==> src/spdr_pkg.sv <==
package spdr_pkg;
    localparam int ADDR_W = 4;
    localparam logic [3:0] OFF_CTRL = 4'h0;
    localparam logic [3:0] OFF_STAT = 4'h4;
    localparam logic [3:0] OFF_CHAN = 4'h8;
    localparam logic [3:0] OFF_PRE = 4'hC;
    localparam int CTRL_SINGLE_CHANNEL_DOUBLE_FREQUENCY = 0;
    localparam int CTRL_SIDE = 1;
    localparam int CTRL_PLL_DIS = 7;
    localparam logic CTRL_PLL_DIS_RST = 1'b0;
    localparam int ST_NONPCM = 0;
    localparam int ST_EMPH = 1;
    localparam int ST_NOSTREAM = 2;
    localparam int ST_VALID = 3;
    localparam int ST_LOCK = 4;
    localparam int ST_PARITY = 6;
    localparam int ST_BIPHASE = 7;
    localparam int ST_SINGLE_CHANNEL_DOUBLE_FREQUENCY_KIND = 8;
    localparam int ST_BYTE0 = 16;
    localparam logic [3:0] PRE_HALFCELLS = 4'h8;
    localparam logic [3:0] PRE_FIRST_SUM = 4'h3;
    localparam logic [4:0] SUB_BITS = 5'h1C;
    localparam logic [4:0] LAST_BIT = 5'h1B;
    localparam int V_POS = 24;
    localparam int C_POS = 26;
    localparam logic [7:0] CS_FRAMES = 8'h10;
    localparam logic [7:0] CS_LAST = 8'h0F;
    localparam logic [2:0] ZERO_WORDS = 3'h4;
    localparam logic [15:0] SYNC_PA = 16'hF872;
    localparam logic [15:0] SYNC_PB = 16'h4E1F;
    localparam int PCT_BASE = 100;
    localparam int DRIFT_PCT = 15;
    localparam int BURST_FRAMES_DEF = 4096;
    localparam int GOOD_SUBFRAMES_DEF = 4;
    localparam logic [2:0] PRO_EMPH_A = 3'h6;
    localparam logic [2:0] PRO_EMPH_B = 3'h7;
    localparam logic [2:0] CON_EMPH_A = 3'h4;
    localparam logic [2:0] CON_EMPH_B = 3'h2;
    localparam logic [2:0] CON_EMPH_C = 3'h6;
    localparam logic [3:0] SINGLE_CHANNEL_DOUBLE_FREQUENCY_CODE = 4'h7;
    localparam logic [3:0] SINGLE_CHANNEL_DOUBLE_FREQUENCY_LEFT_CODE = 4'h8;
    localparam logic [3:0] SINGLE_CHANNEL_DOUBLE_FREQUENCY_RIGHT_CODE = 4'h9;
    localparam logic [1:0] KIND_NONE = 2'h0;
    localparam logic [1:0] KIND_SINGLE_CHANNEL_DOUBLE_FREQUENCY = 2'h1;
    localparam logic [1:0] KIND_LEFT = 2'h2;
    localparam logic [1:0] KIND_RIGHT = 2'h3;
    localparam int IRQ_LOCK = 0;
    localparam int IRQ_NONPCM = 1;
    localparam int IRQ_EMPH = 2;
    localparam int IRQ_VALID = 3;
    localparam int IRQ_W = 4;

    typedef enum logic [1:0] {BS_ZERO, BS_PB, BS_CAP_C, BS_CAP_D} spdr_burst_e;

    typedef struct packed {
        logic [ADDR_W-1:0] addr;
        logic [31:0] wdata;
        logic wr;
        logic rd;
    } spdr_bus_s;

    typedef struct packed {
        logic sclk;
        logic fs;
        logic dat;
        logic hf;
    } spdr_ser_s;
endpackage : spdr_pkg

==> src/spdr_receiver.sv <==
`timescale 1ns/1ps
// Operation
// out of reset the receiver runs in two-channel mode, no setup write needed.
// control bit 7 set stops clock recovery entirely.
// software routes first, then clears bit 7; acquisition starts once enabled.
// lock sets the lock status bit, pollable by software.
// lock raises a one-cycle lock event toward the audio interrupt latch.
// serial output runs only from lock onward; frame sync here already follows decoded subframes before lock.
// one biphase input; serial clock, frame sync, data and fast clock out.
// recovery adapts to any cell rate within its counter range.
// once locked, drift up to fifteen percent keeps lock.
// non-audio flag follows channel status byte 0 bit 1.
// non-audio flag rise is an interrupt event.
// received validity sets the validity status bit 3.
// four zero words then two sync words set the non-audio flag.
// no sync within 4096 frames clears the non-audio flag.
// burst info and length words after sync are captured.
// sync search continues whatever validity or byte 0 bit 1 say.
// no sync within 4096 frames zeroes the captured words.
// professional mode: bits 2-4 of byte 0 as 110 or 111 mean emphasis.
// consumer mode: bits 3-5 as 100, 010 or 110 mean emphasis.
// emphasis sets the emphasis flag and an interrupt event.
// two control bits select single-channel double-frequency output.
// byte 1 bits 0-3 decode 0111, 1000, 1001 as the three double-frequency kinds.
// status bit 4 reads one while locked.
// error status bits stay set until the status register is read.
module spdr_receiver
    import spdr_pkg::*;
#(
    parameter int IV_W = 8,
    parameter int GOOD_N = GOOD_SUBFRAMES_DEF,
    parameter int BURST_FRAMES = BURST_FRAMES_DEF
) (
    input wire logic clock,
    input wire logic rstn,
    input wire spdr_bus_s bus,
    output logic [31:0] rdata,
    input wire logic biphase_in,
    output spdr_ser_s ser,
    output logic [IRQ_W-1:0] audio_irq_latch
);
    localparam int XW = IV_W + 3;
    localparam int DW = IV_W + 7;

    typedef struct packed {
        logic din;
        logic [IV_W-1:0] iv, unit, lock_unit, ph;
        logic lock;
        logic [2:0] good;
        logic in_pre, pre_first;
        logic [3:0] pre_sum;
        logic chan_b, blk, half, sf_bad;
        logic [27:0] sr;
        logic [4:0] nbit;
        logic [7:0] frame;
        logic [15:0] cs_sh;
        logic [7:0] byte0, byte1;
        spdr_burst_e bst;
        logic [2:0] zc;
        logic [12:0] bcnt;
        logic burst_on;
        logic [15:0] pre_c, pre_d;
        logic nonpcm, emph, valid_st, par_err, bip_err, nostream;
        logic [1:0] single_channel_double_frequency_kind;
        logic pll_dis, single_channel_double_frequency, side;
        logic [31:0] osh;
        logic [31:0] rdata;
        spdr_ser_s ser;
        logic [IRQ_W-1:0] irq;
    } spdr_state_s;

    spdr_state_s s, n;

    logic edge_seen, shorter, stall, drift_bad, got, bitv, bad, done, sf_bad_now, tick;
    logic [XW-1:0] ivx, ux, u3, u5, u7, trk_sum;
    logic [1:0] k;
    logic [DW-1:0] u100, hi, lo;
    logic [27:0] nsr;
    logic [15:0] w16;
    logic [2:0] pro_e, con_e;
    logic [3:0] b1_code;
    logic [31:0] ctrl_word, stat_word;

    always_comb begin
        ctrl_word = '0;
        ctrl_word[CTRL_SINGLE_CHANNEL_DOUBLE_FREQUENCY] = s.single_channel_double_frequency;
        ctrl_word[CTRL_SIDE] = s.side;
        ctrl_word[CTRL_PLL_DIS] = s.pll_dis;
        stat_word = '0;
        stat_word[ST_NONPCM] = s.nonpcm;
        stat_word[ST_EMPH] = s.emph;
        stat_word[ST_NOSTREAM] = s.nostream;
        stat_word[ST_VALID] = s.valid_st;
        stat_word[ST_LOCK] = s.lock;
        stat_word[ST_PARITY] = s.par_err;
        stat_word[ST_BIPHASE] = s.bip_err;
        stat_word[ST_SINGLE_CHANNEL_DOUBLE_FREQUENCY_KIND +: 2] = s.single_channel_double_frequency_kind;
        stat_word[ST_BYTE0 +: 8] = s.byte0;
    end

    always_comb begin
        n = s;
        n.irq = '0;
        n.rdata = '0;
        edge_seen = biphase_in ^ s.din;
        ivx = {2'b00, s.iv, 1'b0};
        ux = {3'b000, s.unit};
        u3 = {2'b00, s.unit, 1'b0} + ux;
        u5 = {1'b0, s.unit, 2'b00} + ux;
        u7 = {s.unit, 3'b000} - ux;
        trk_sum = u3 + {3'b000, s.iv};
        shorter = {1'b0, s.iv, 2'b00} < u3;
        stall = {3'b000, s.iv} > {1'b0, s.unit, 2'b00};
        u100 = DW'(s.unit) * DW'(PCT_BASE);
        hi = DW'(s.lock_unit) * DW'(PCT_BASE + DRIFT_PCT);
        lo = DW'(s.lock_unit) * DW'(PCT_BASE - DRIFT_PCT);
        drift_bad = s.lock && (u100 > hi || u100 < lo);
        got = 1'b0;
        bitv = 1'b0;
        bad = 1'b0;
        done = 1'b0;
        sf_bad_now = 1'b0;
        nsr = s.sr;
        w16 = '0;
        tick = 1'b0;
        pro_e = {s.byte0[2], s.byte0[3], s.byte0[4]};
        con_e = {s.byte0[3], s.byte0[4], s.byte0[5]};
        b1_code = {s.byte1[0], s.byte1[1], s.byte1[2], s.byte1[3]};
        if (ivx < u3) begin
            k = 2'h1;
        end else if (ivx < u5) begin
            k = 2'h2;
        end else if (ivx < u7) begin
            k = 2'h3;
        end else begin
            k = 2'h0;
        end
        n.din = biphase_in;

        // register port: reads clear sticky errors before this cycle's sets
        if (bus.rd) begin
            case (bus.addr)
                OFF_CTRL: n.rdata = ctrl_word;
                OFF_STAT: begin
                    n.rdata = stat_word;
                    n.par_err = 1'b0;
                    n.bip_err = 1'b0;
                    n.nostream = 1'b0;
                    n.valid_st = 1'b0;
                end
                OFF_CHAN: n.rdata = {24'h000000, s.byte1};
                OFF_PRE: n.rdata = {s.pre_d, s.pre_c};
                default: n.rdata = '0;
            endcase
        end
        if (bus.wr && bus.addr == OFF_CTRL) begin
            n.pll_dis = bus.wdata[CTRL_PLL_DIS];
            n.single_channel_double_frequency = bus.wdata[CTRL_SINGLE_CHANNEL_DOUBLE_FREQUENCY];
            n.side = bus.wdata[CTRL_SIDE];
        end

        if (s.pll_dis) begin
            // recovery frozen and idle
            n.lock = 1'b0;
            n.good = '0;
            n.unit = '1;
            n.iv = '0;
            n.ph = '0;
            n.in_pre = 1'b0;
            n.nbit = SUB_BITS;
            n.half = 1'b0;
            n.ser = '0;
        end else begin

            if (edge_seen) begin
                n.iv = {{(IV_W-1){1'b0}}, 1'b1};
            end else if (s.iv != '1) begin
                n.iv = s.iv + 1'b1;
            end
            if (edge_seen) begin
                if (!s.lock && shorter) begin
                    n.unit = s.iv;
                    n.good = '0;
                end else if (k == 2'h1) begin
                    n.unit = trk_sum[IV_W+1:2];
                end
                if (k == 2'h0) begin
                    n.bip_err = n.bip_err | s.lock;
                    n.lock = 1'b0;
                    n.good = '0;
                    n.unit = '1;
                    n.in_pre = 1'b0;
                    n.nbit = SUB_BITS;
                end else if (s.in_pre) begin
                    if (s.pre_first) begin
                        n.pre_first = 1'b0;
                        n.chan_b = (k == 2'h2);
                        n.blk = (k == 2'h1);
                    end
                    n.pre_sum = s.pre_sum + {2'b00, k};
                    if (n.pre_sum >= PRE_HALFCELLS) begin
                        n.in_pre = 1'b0;
                        n.nbit = '0;
                        if (!n.chan_b) begin
                            n.frame = n.blk ? 8'h00 : s.frame + 8'h01;
                            if (s.burst_on) begin
                                n.bcnt = s.bcnt + 13'h0001;
                                if (s.bcnt == 13'(BURST_FRAMES - 1)) begin
                                    n.burst_on = 1'b0;
                                    n.pre_c = '0;
                                    n.pre_d = '0;
                                end
                            end
                        end
                    end
                end else if (k == 2'h3) begin
                    n.in_pre = 1'b1;
                    n.pre_first = 1'b1;
                    n.pre_sum = PRE_FIRST_SUM;
                    n.half = 1'b0;
                    n.sf_bad = 1'b0;
                    bad = (s.nbit != SUB_BITS);
                end else if (s.nbit != SUB_BITS) begin
                    if (k == 2'h2) begin
                        got = 1'b1;
                        bad = s.half;
                        n.half = 1'b0;
                    end else if (s.half) begin
                        got = 1'b1;
                        bitv = 1'b1;
                        n.half = 1'b0;
                    end else begin
                        n.half = 1'b1;
                    end
                end
            end else if (stall && s.unit != '1) begin
                // input silent: drop lock and start over
                n.nostream = 1'b1;
                n.lock = 1'b0;
                n.unit = '1;
                n.good = '0;
                n.in_pre = 1'b0;
                n.nbit = SUB_BITS;
            end
            if (bad) begin
                n.bip_err = n.bip_err | s.lock;
                n.sf_bad = 1'b1;
            end
            if (got) begin
                nsr = {bitv, s.sr[27:1]};
                n.sr = nsr;
                n.nbit = s.nbit + 5'h01;
                done = (s.nbit == LAST_BIT);
            end

            if (done) begin
                sf_bad_now = s.sf_bad | bad | (^nsr);
                w16 = nsr[23:8];
                if (^nsr) begin
                    n.par_err = 1'b1;
                end
                if (sf_bad_now) begin
                    n.good = '0;
                end else if (s.good != 3'(GOOD_N - 1)) begin
                    n.good = s.good + 3'h1;
                end
                if (!s.lock && !sf_bad_now && s.good == 3'(GOOD_N - 1)) begin
                    n.lock = 1'b1;
                    n.lock_unit = s.unit;
                    n.irq[IRQ_LOCK] = 1'b1;
                end
                if (nsr[V_POS]) begin
                    n.valid_st = 1'b1;
                    n.irq[IRQ_VALID] = 1'b1;
                end
                if (!s.chan_b && s.frame < CS_FRAMES) begin
                    n.cs_sh = {nsr[C_POS], s.cs_sh[15:1]};
                    if (s.frame == CS_LAST) begin
                        n.byte0 = n.cs_sh[7:0];
                        n.byte1 = n.cs_sh[15:8];
                    end
                end
                n.osh = {nsr[23:0], 8'h00};
                n.ser.fs = s.single_channel_double_frequency ? s.side : s.chan_b;
                // scan every word regardless of validity or byte 0
                case (s.bst)
                    BS_ZERO: begin
                        if (nsr[23:0] == '0) begin
                            if (s.zc != ZERO_WORDS) begin
                                n.zc = s.zc + 3'h1;
                            end
                        end else if (s.zc == ZERO_WORDS && w16 == SYNC_PA) begin
                            n.bst = BS_PB;
                            n.zc = '0;
                        end else begin
                            n.zc = '0;
                        end
                    end
                    BS_PB: begin
                        if (w16 == SYNC_PB) begin
                            n.bst = BS_CAP_C;
                            n.burst_on = 1'b1;
                            n.bcnt = '0;
                        end else begin
                            n.bst = BS_ZERO;
                        end
                    end
                    BS_CAP_C: begin
                        n.pre_c = w16;
                        n.bst = BS_CAP_D;
                    end
                    BS_CAP_D: begin
                        n.pre_d = w16;
                        n.bst = BS_ZERO;
                    end
                    default: n.bst = BS_ZERO;
                endcase
            end

            if (drift_bad) begin
                n.lock = 1'b0;
                n.good = '0;
            end

            // recovered timing: one tick per half-cell, resynced on edges
            if (s.lock) begin
                if (edge_seen || s.ph == s.unit - 1'b1) begin
                    n.ph = '0;
                    tick = 1'b1;
                end else begin
                    n.ph = s.ph + 1'b1;
                end
                if (tick) begin
                    n.ser.hf = ~s.ser.hf;
                    n.ser.sclk = ~s.ser.sclk;
                    if (s.ser.sclk && !done) begin
                        n.ser.dat = s.osh[31];
                        n.osh = {s.osh[30:0], 1'b0};
                    end
                end else if (s.unit > {{(IV_W-1){1'b0}}, 1'b1} && s.ph == (s.unit >> 1)) begin
                    n.ser.hf = ~s.ser.hf;
                end
            end else begin
                n.ph = '0;
                n.ser.sclk = 1'b0;
                n.ser.dat = 1'b0;
                n.ser.hf = 1'b0;
            end
        end

        n.nonpcm = s.byte0[1] | s.burst_on;
        if (n.nonpcm && !s.nonpcm) begin
            n.irq[IRQ_NONPCM] = 1'b1;
        end
        if (s.byte0[0]) begin
            n.emph = (pro_e == PRO_EMPH_A) || (pro_e == PRO_EMPH_B);
        end else begin
            n.emph = (con_e == CON_EMPH_A) || (con_e == CON_EMPH_B) || (con_e == CON_EMPH_C);
        end
        if (n.emph && !s.emph) begin
            n.irq[IRQ_EMPH] = 1'b1;
        end
        case (b1_code)
            SINGLE_CHANNEL_DOUBLE_FREQUENCY_CODE: n.single_channel_double_frequency_kind = KIND_SINGLE_CHANNEL_DOUBLE_FREQUENCY;
            SINGLE_CHANNEL_DOUBLE_FREQUENCY_LEFT_CODE: n.single_channel_double_frequency_kind = KIND_LEFT;
            SINGLE_CHANNEL_DOUBLE_FREQUENCY_RIGHT_CODE: n.single_channel_double_frequency_kind = KIND_RIGHT;
            default: n.single_channel_double_frequency_kind = KIND_NONE;
        endcase
    end

    always_ff @(posedge clock) begin
        if (!rstn) begin
            s <= '0;
            s.unit <= '1;
            s.nbit <= SUB_BITS;
            s.bst <= BS_ZERO;
            s.pll_dis <= CTRL_PLL_DIS_RST;
        end else begin
            s <= n;
        end
    end

    assign rdata = s.rdata;
    assign ser = s.ser;
    assign audio_irq_latch = s.irq;
endmodule : spdr_receiver

==> config.mk <==
export PLATFORM = sky130hd
export DESIGN_NAME = spdr_receiver
export DESIGN_NICKNAME = d
export VERILOG_FILES = /design/src/spdr_pkg.sv /design/src/spdr_receiver.sv
export SDC_FILE = /design/constraint.sdc
export NUM_CORES = 1
export LEC_CHECK = 0
export BUFFER_PORTS_ARGS = -buffer_cell sky130_fd_sc_hd__buf_2
export CAP_MARGIN = 15
export CORE_AREA = 8 8 184 186
export CTS_BUF_LIST = sky130_fd_sc_hd__clkbuf_8
export CTS_CLUSTER_DIAMETER = 40
export CTS_CLUSTER_SIZE = 30
export DETAILED_ROUTE_END_ITERATION = 10
export DIE_AREA = 0 0 192 194
export PLACE_DENSITY = 0.82
export SLEW_MARGIN = 20
export SYNTH_ARGS = -nofsm -noshare
export SYNTH_HDL_FRONTEND = slang
export SYNTH_SLANG_ARGS = --single-unit
==> constraint.sdc <==
create_clock -name clock -period 8.4 [get_ports clock]
set_input_delay 1.68 -clock clock [delete_from_list [all_inputs] [get_ports clock]]
set_output_delay 1.68 -clock clock [all_outputs]
set_load 0.02 [all_outputs]
==> results.txt <==
status -> complete, no violations
share of layout cells above drive strength 1 -> 0.09536
final hold vios -> 0
routed vias -> 13940
Sequential Area -> 5065 sq um
Synth Cell Area -> 17120 sq um
Area growth syn-to-layout -> 5.195%
Sinks on Clock Net -> 253
initial antenna violation count -> 0
Hold Path Depth -> 1
leading area contributor after synthesis -> dfxtp_1
Pwr Density -> 165.9 nW/um^2
Comb pwr share -> 0.287
final setup fails -> 0
starting density of the core -> 0.5512
CTS tree -> yes
I/O pin cnt -> 81
Net Switching -> 1.034 mW
type of the worst min-delay path -> reg -> reg
Lkg Pwr -> 7.694 nW
# nets final -> 2199
CTS Buf Count -> 28
final worst path period share -> 0.8829
Worst-Margin Slew -> 1.045 ns
Synth top area share -> 0.2958
Critical Path AT -> 7.83 ns
synth cell count leaders -> dfxtp_1, ha_1, inv_1
post-synthesis area per instance -> 8.942 sq um
H-tree levels -> 1
switching share of power -> 0.3458
Buffers on Ports -> 51
first-pass GRT wire length -> 67040 microns
Routed Antenna Nets -> 0
die width -> 192 microns
dpl ws -> 1.068 ns
Hold-fix buffers, CTS -> 0
Die Height -> 194 microns
total grt overflow -> 0
max_cap viols -> 0
Critical Path RT -> 8.82 ns
Setup crit start kind -> flop
GP Congestion -> 0.9182
Main synth FF type -> dfxtp_1
dpl hpwl -> 29970 microns
Worst-Skew Late Latency -> 0.62 ns
Critical Path Sink Type -> flop
DRT Pass-1 Iters -> 7
sequential share of power -> 0.408
via density per instance -> 6.006
Final Critical Period -> 7.416 ns
clock-pin slew on the worst setup and hold paths -> 0.10 ns
ranking of synthesized cells by area -> dfxtp_1, ha_1, fa_1
setup ws final -> 0.9837 ns
RSZ-0062 raised after global routing -> no
Reg2Reg Depth -> 26
residual DRC count -> 0
WL final -> 40580 microns
fin. max-slew vios -> 0
synth unique cells -> 85
largest net degree at the start of global routing -> 94
Multi-input gate area -> 10800 sq um
yosys warns -> 0
clk_skew -> 0.05256 ns
synthesized flop and latch total -> 253
1st-iter DRT viols -> 1023
Max VDD drop -> 172.0 uV
CP max FO -> 29
Internal Power -> 1.955 mW
EDFF count, synth -> 0
post-synthesis cell count -> 1915
Longest Clk Path Bufs -> 3
Post-synth ARST share -> 0
Clock Tree Root -> clkbuf_8
Core Region -> 31070 sq um
# rows -> 65
clock share of power -> 0.305
Fmax -> 134.8 MHz
total die area -> 37250 sq um
Setup Buffers After CTS -> 0
# resized after CTS -> 0
WL/cell -> 17.49 microns
max_slew headroom -> 0.3011
CP Class -> reg -> reg
Mapped Nets -> 2217
n_diodes -> 0
register area share after synthesis -> 0.2958
filler cell count -> 2658
Final TNS setup -> 0 ns
vias in the first global route -> 13620
count leader, synth -> dfxtp_1
All-Layer GR Usage -> 0.2125
## cell families after synthesis
kind of cell | after synthesis | synth area share
AOI/OAI and AO/OA | 461 | 0.1876
xor gates and xnor gates | 110 | 0.05626
adders and majority gates | 264 | 0.2066
buffers and inverters | 277 | 0.07540
DFF | 253 | 0.2958
muxes | 51 | 0.03003
and+or+nand+nor | 499 | 0.1484
## worst max-delay path: stages (launching register included)
cell and delay, ns:
dfxtp_1 0.68, inv_1 0.35, ha_1 0.51, nand3b_1 0.16, and2_1 0.21, xnor2_1 0.29
inv_1 0.11, ha_1 0.21, a2111oi_0 0.34, a21oi_1 0.15, maj3_2 0.37, a21boi_4 0.34
nor3_2 0.15, nor3_2 0.17, buf_4 0.42, mux2i_1 0.50, inv_1 0.16, ha_1 0.33
xnor2_1 0.20, xnor2_1 0.16, xnor2_1 0.10, xnor2_1 0.26, nor3_1 0.11, a2111oi_2 0.41
buf_4 0.31, a31o_2 0.18, a21oi_1 0.06
## state kept, by name (all words and copies together), names as in the netlist, 3 cells and up, named ones only
signal	count
b1_code	4
audio_irq_latch	4
rdata	32
ivx	8
ctrl_word	3
s	193
con_e	3
ser	4
## cells in the final DEF, fill, tap and decap left out, types with 21 or more instances in the layout
cell / n
a21oi_1: 127
a22oi_1: 23
and2_1: 28
and3_1: 21
buf_2: 51
buf_4: 22
clkbuf_8: 29
dfxtp_1: 253
fa_1: 32
ha_1: 229
inv_1: 156
mux2i_1: 48
nand2_1: 119
nand3_1: 44
nand4_1: 31
nor2_1: 127
nor3_1: 23
nor4_1: 22
o21a_1: 44
o21ai_0: 57
o21ai_1: 25
o2bb2ai_1: 32
xnor2_1: 70
xor2_1: 40
## layout make-up
class                      count  area share
tap                          402     0.02792
timing repair buffer          73     0.02334
sequential                   253      0.2812
multi-input combinational   1385      0.5994
clock buffer                  29     0.02216
clock inverter                23     0.01348
inverter                     156     0.03251
## power groups by stage
stage / combinational, mW / clock (mW) / sequential, mW
3_5_place_dp: 0.849 / 0 / 1.25
4_1_cts: 0.855 / 0.927 / 1.22
3_3_place_gp: 0.795 / 0 / 1.25
6_report: 0.859 / 0.910 / 1.22
5_1_grt: 0.964 / 0.971 / 1.22
2_1_floorplan: 0.632 / 0 / 1.24
## through the flow
stage                     cells  power (mW)  utilization  area, sq um  hold WS, ns
after CTS                  2321       3.002       0.5798        18010       0.4330
final                      2321       2.989       0.5798        18010       0.4328
after global routing       2321       3.156       0.5798        18010       0.4663
after global placement     2269       2.042       0.5589        17360       0.4189
after detailed placement   2269       2.096       0.5592        17370       0.4210
after floorplan            1915       1.877            -        17120       0.3922
## routing by layer
metal | track usage | vias to the layer above | share of wire
met5 | 0 | - | 0
li1 | - | 6724 | -
met2 | 0.3511 | 447 | 0.47
met3 | 0.02464 | 96 | 0.059
met4 | 0.08404 | 0 | 0.035
met1 | 0.2780 | 6673 | 0.44
## final timing paths
check / start / endpoint / slack, ns
worst max-delay path: s[241]$_SDFFE_PP1P_ / s[230]$_SDFFE_PN0P_ / 0.98
worst min-delay path: s[81]$_SDFF_PN0_ / audio_irq_latch[2]$_SDFF_PN0_ / 0.43
worst max register to register: s[241]$_SDFFE_PP1P_ / s[230]$_SDFFE_PN0P_ / 0.98
worst min register to register: s[81]$_SDFF_PN0_ / audio_irq_latch[2]$_SDFF_PN0_ / 0.43
(Power assumes the default switching activity.)
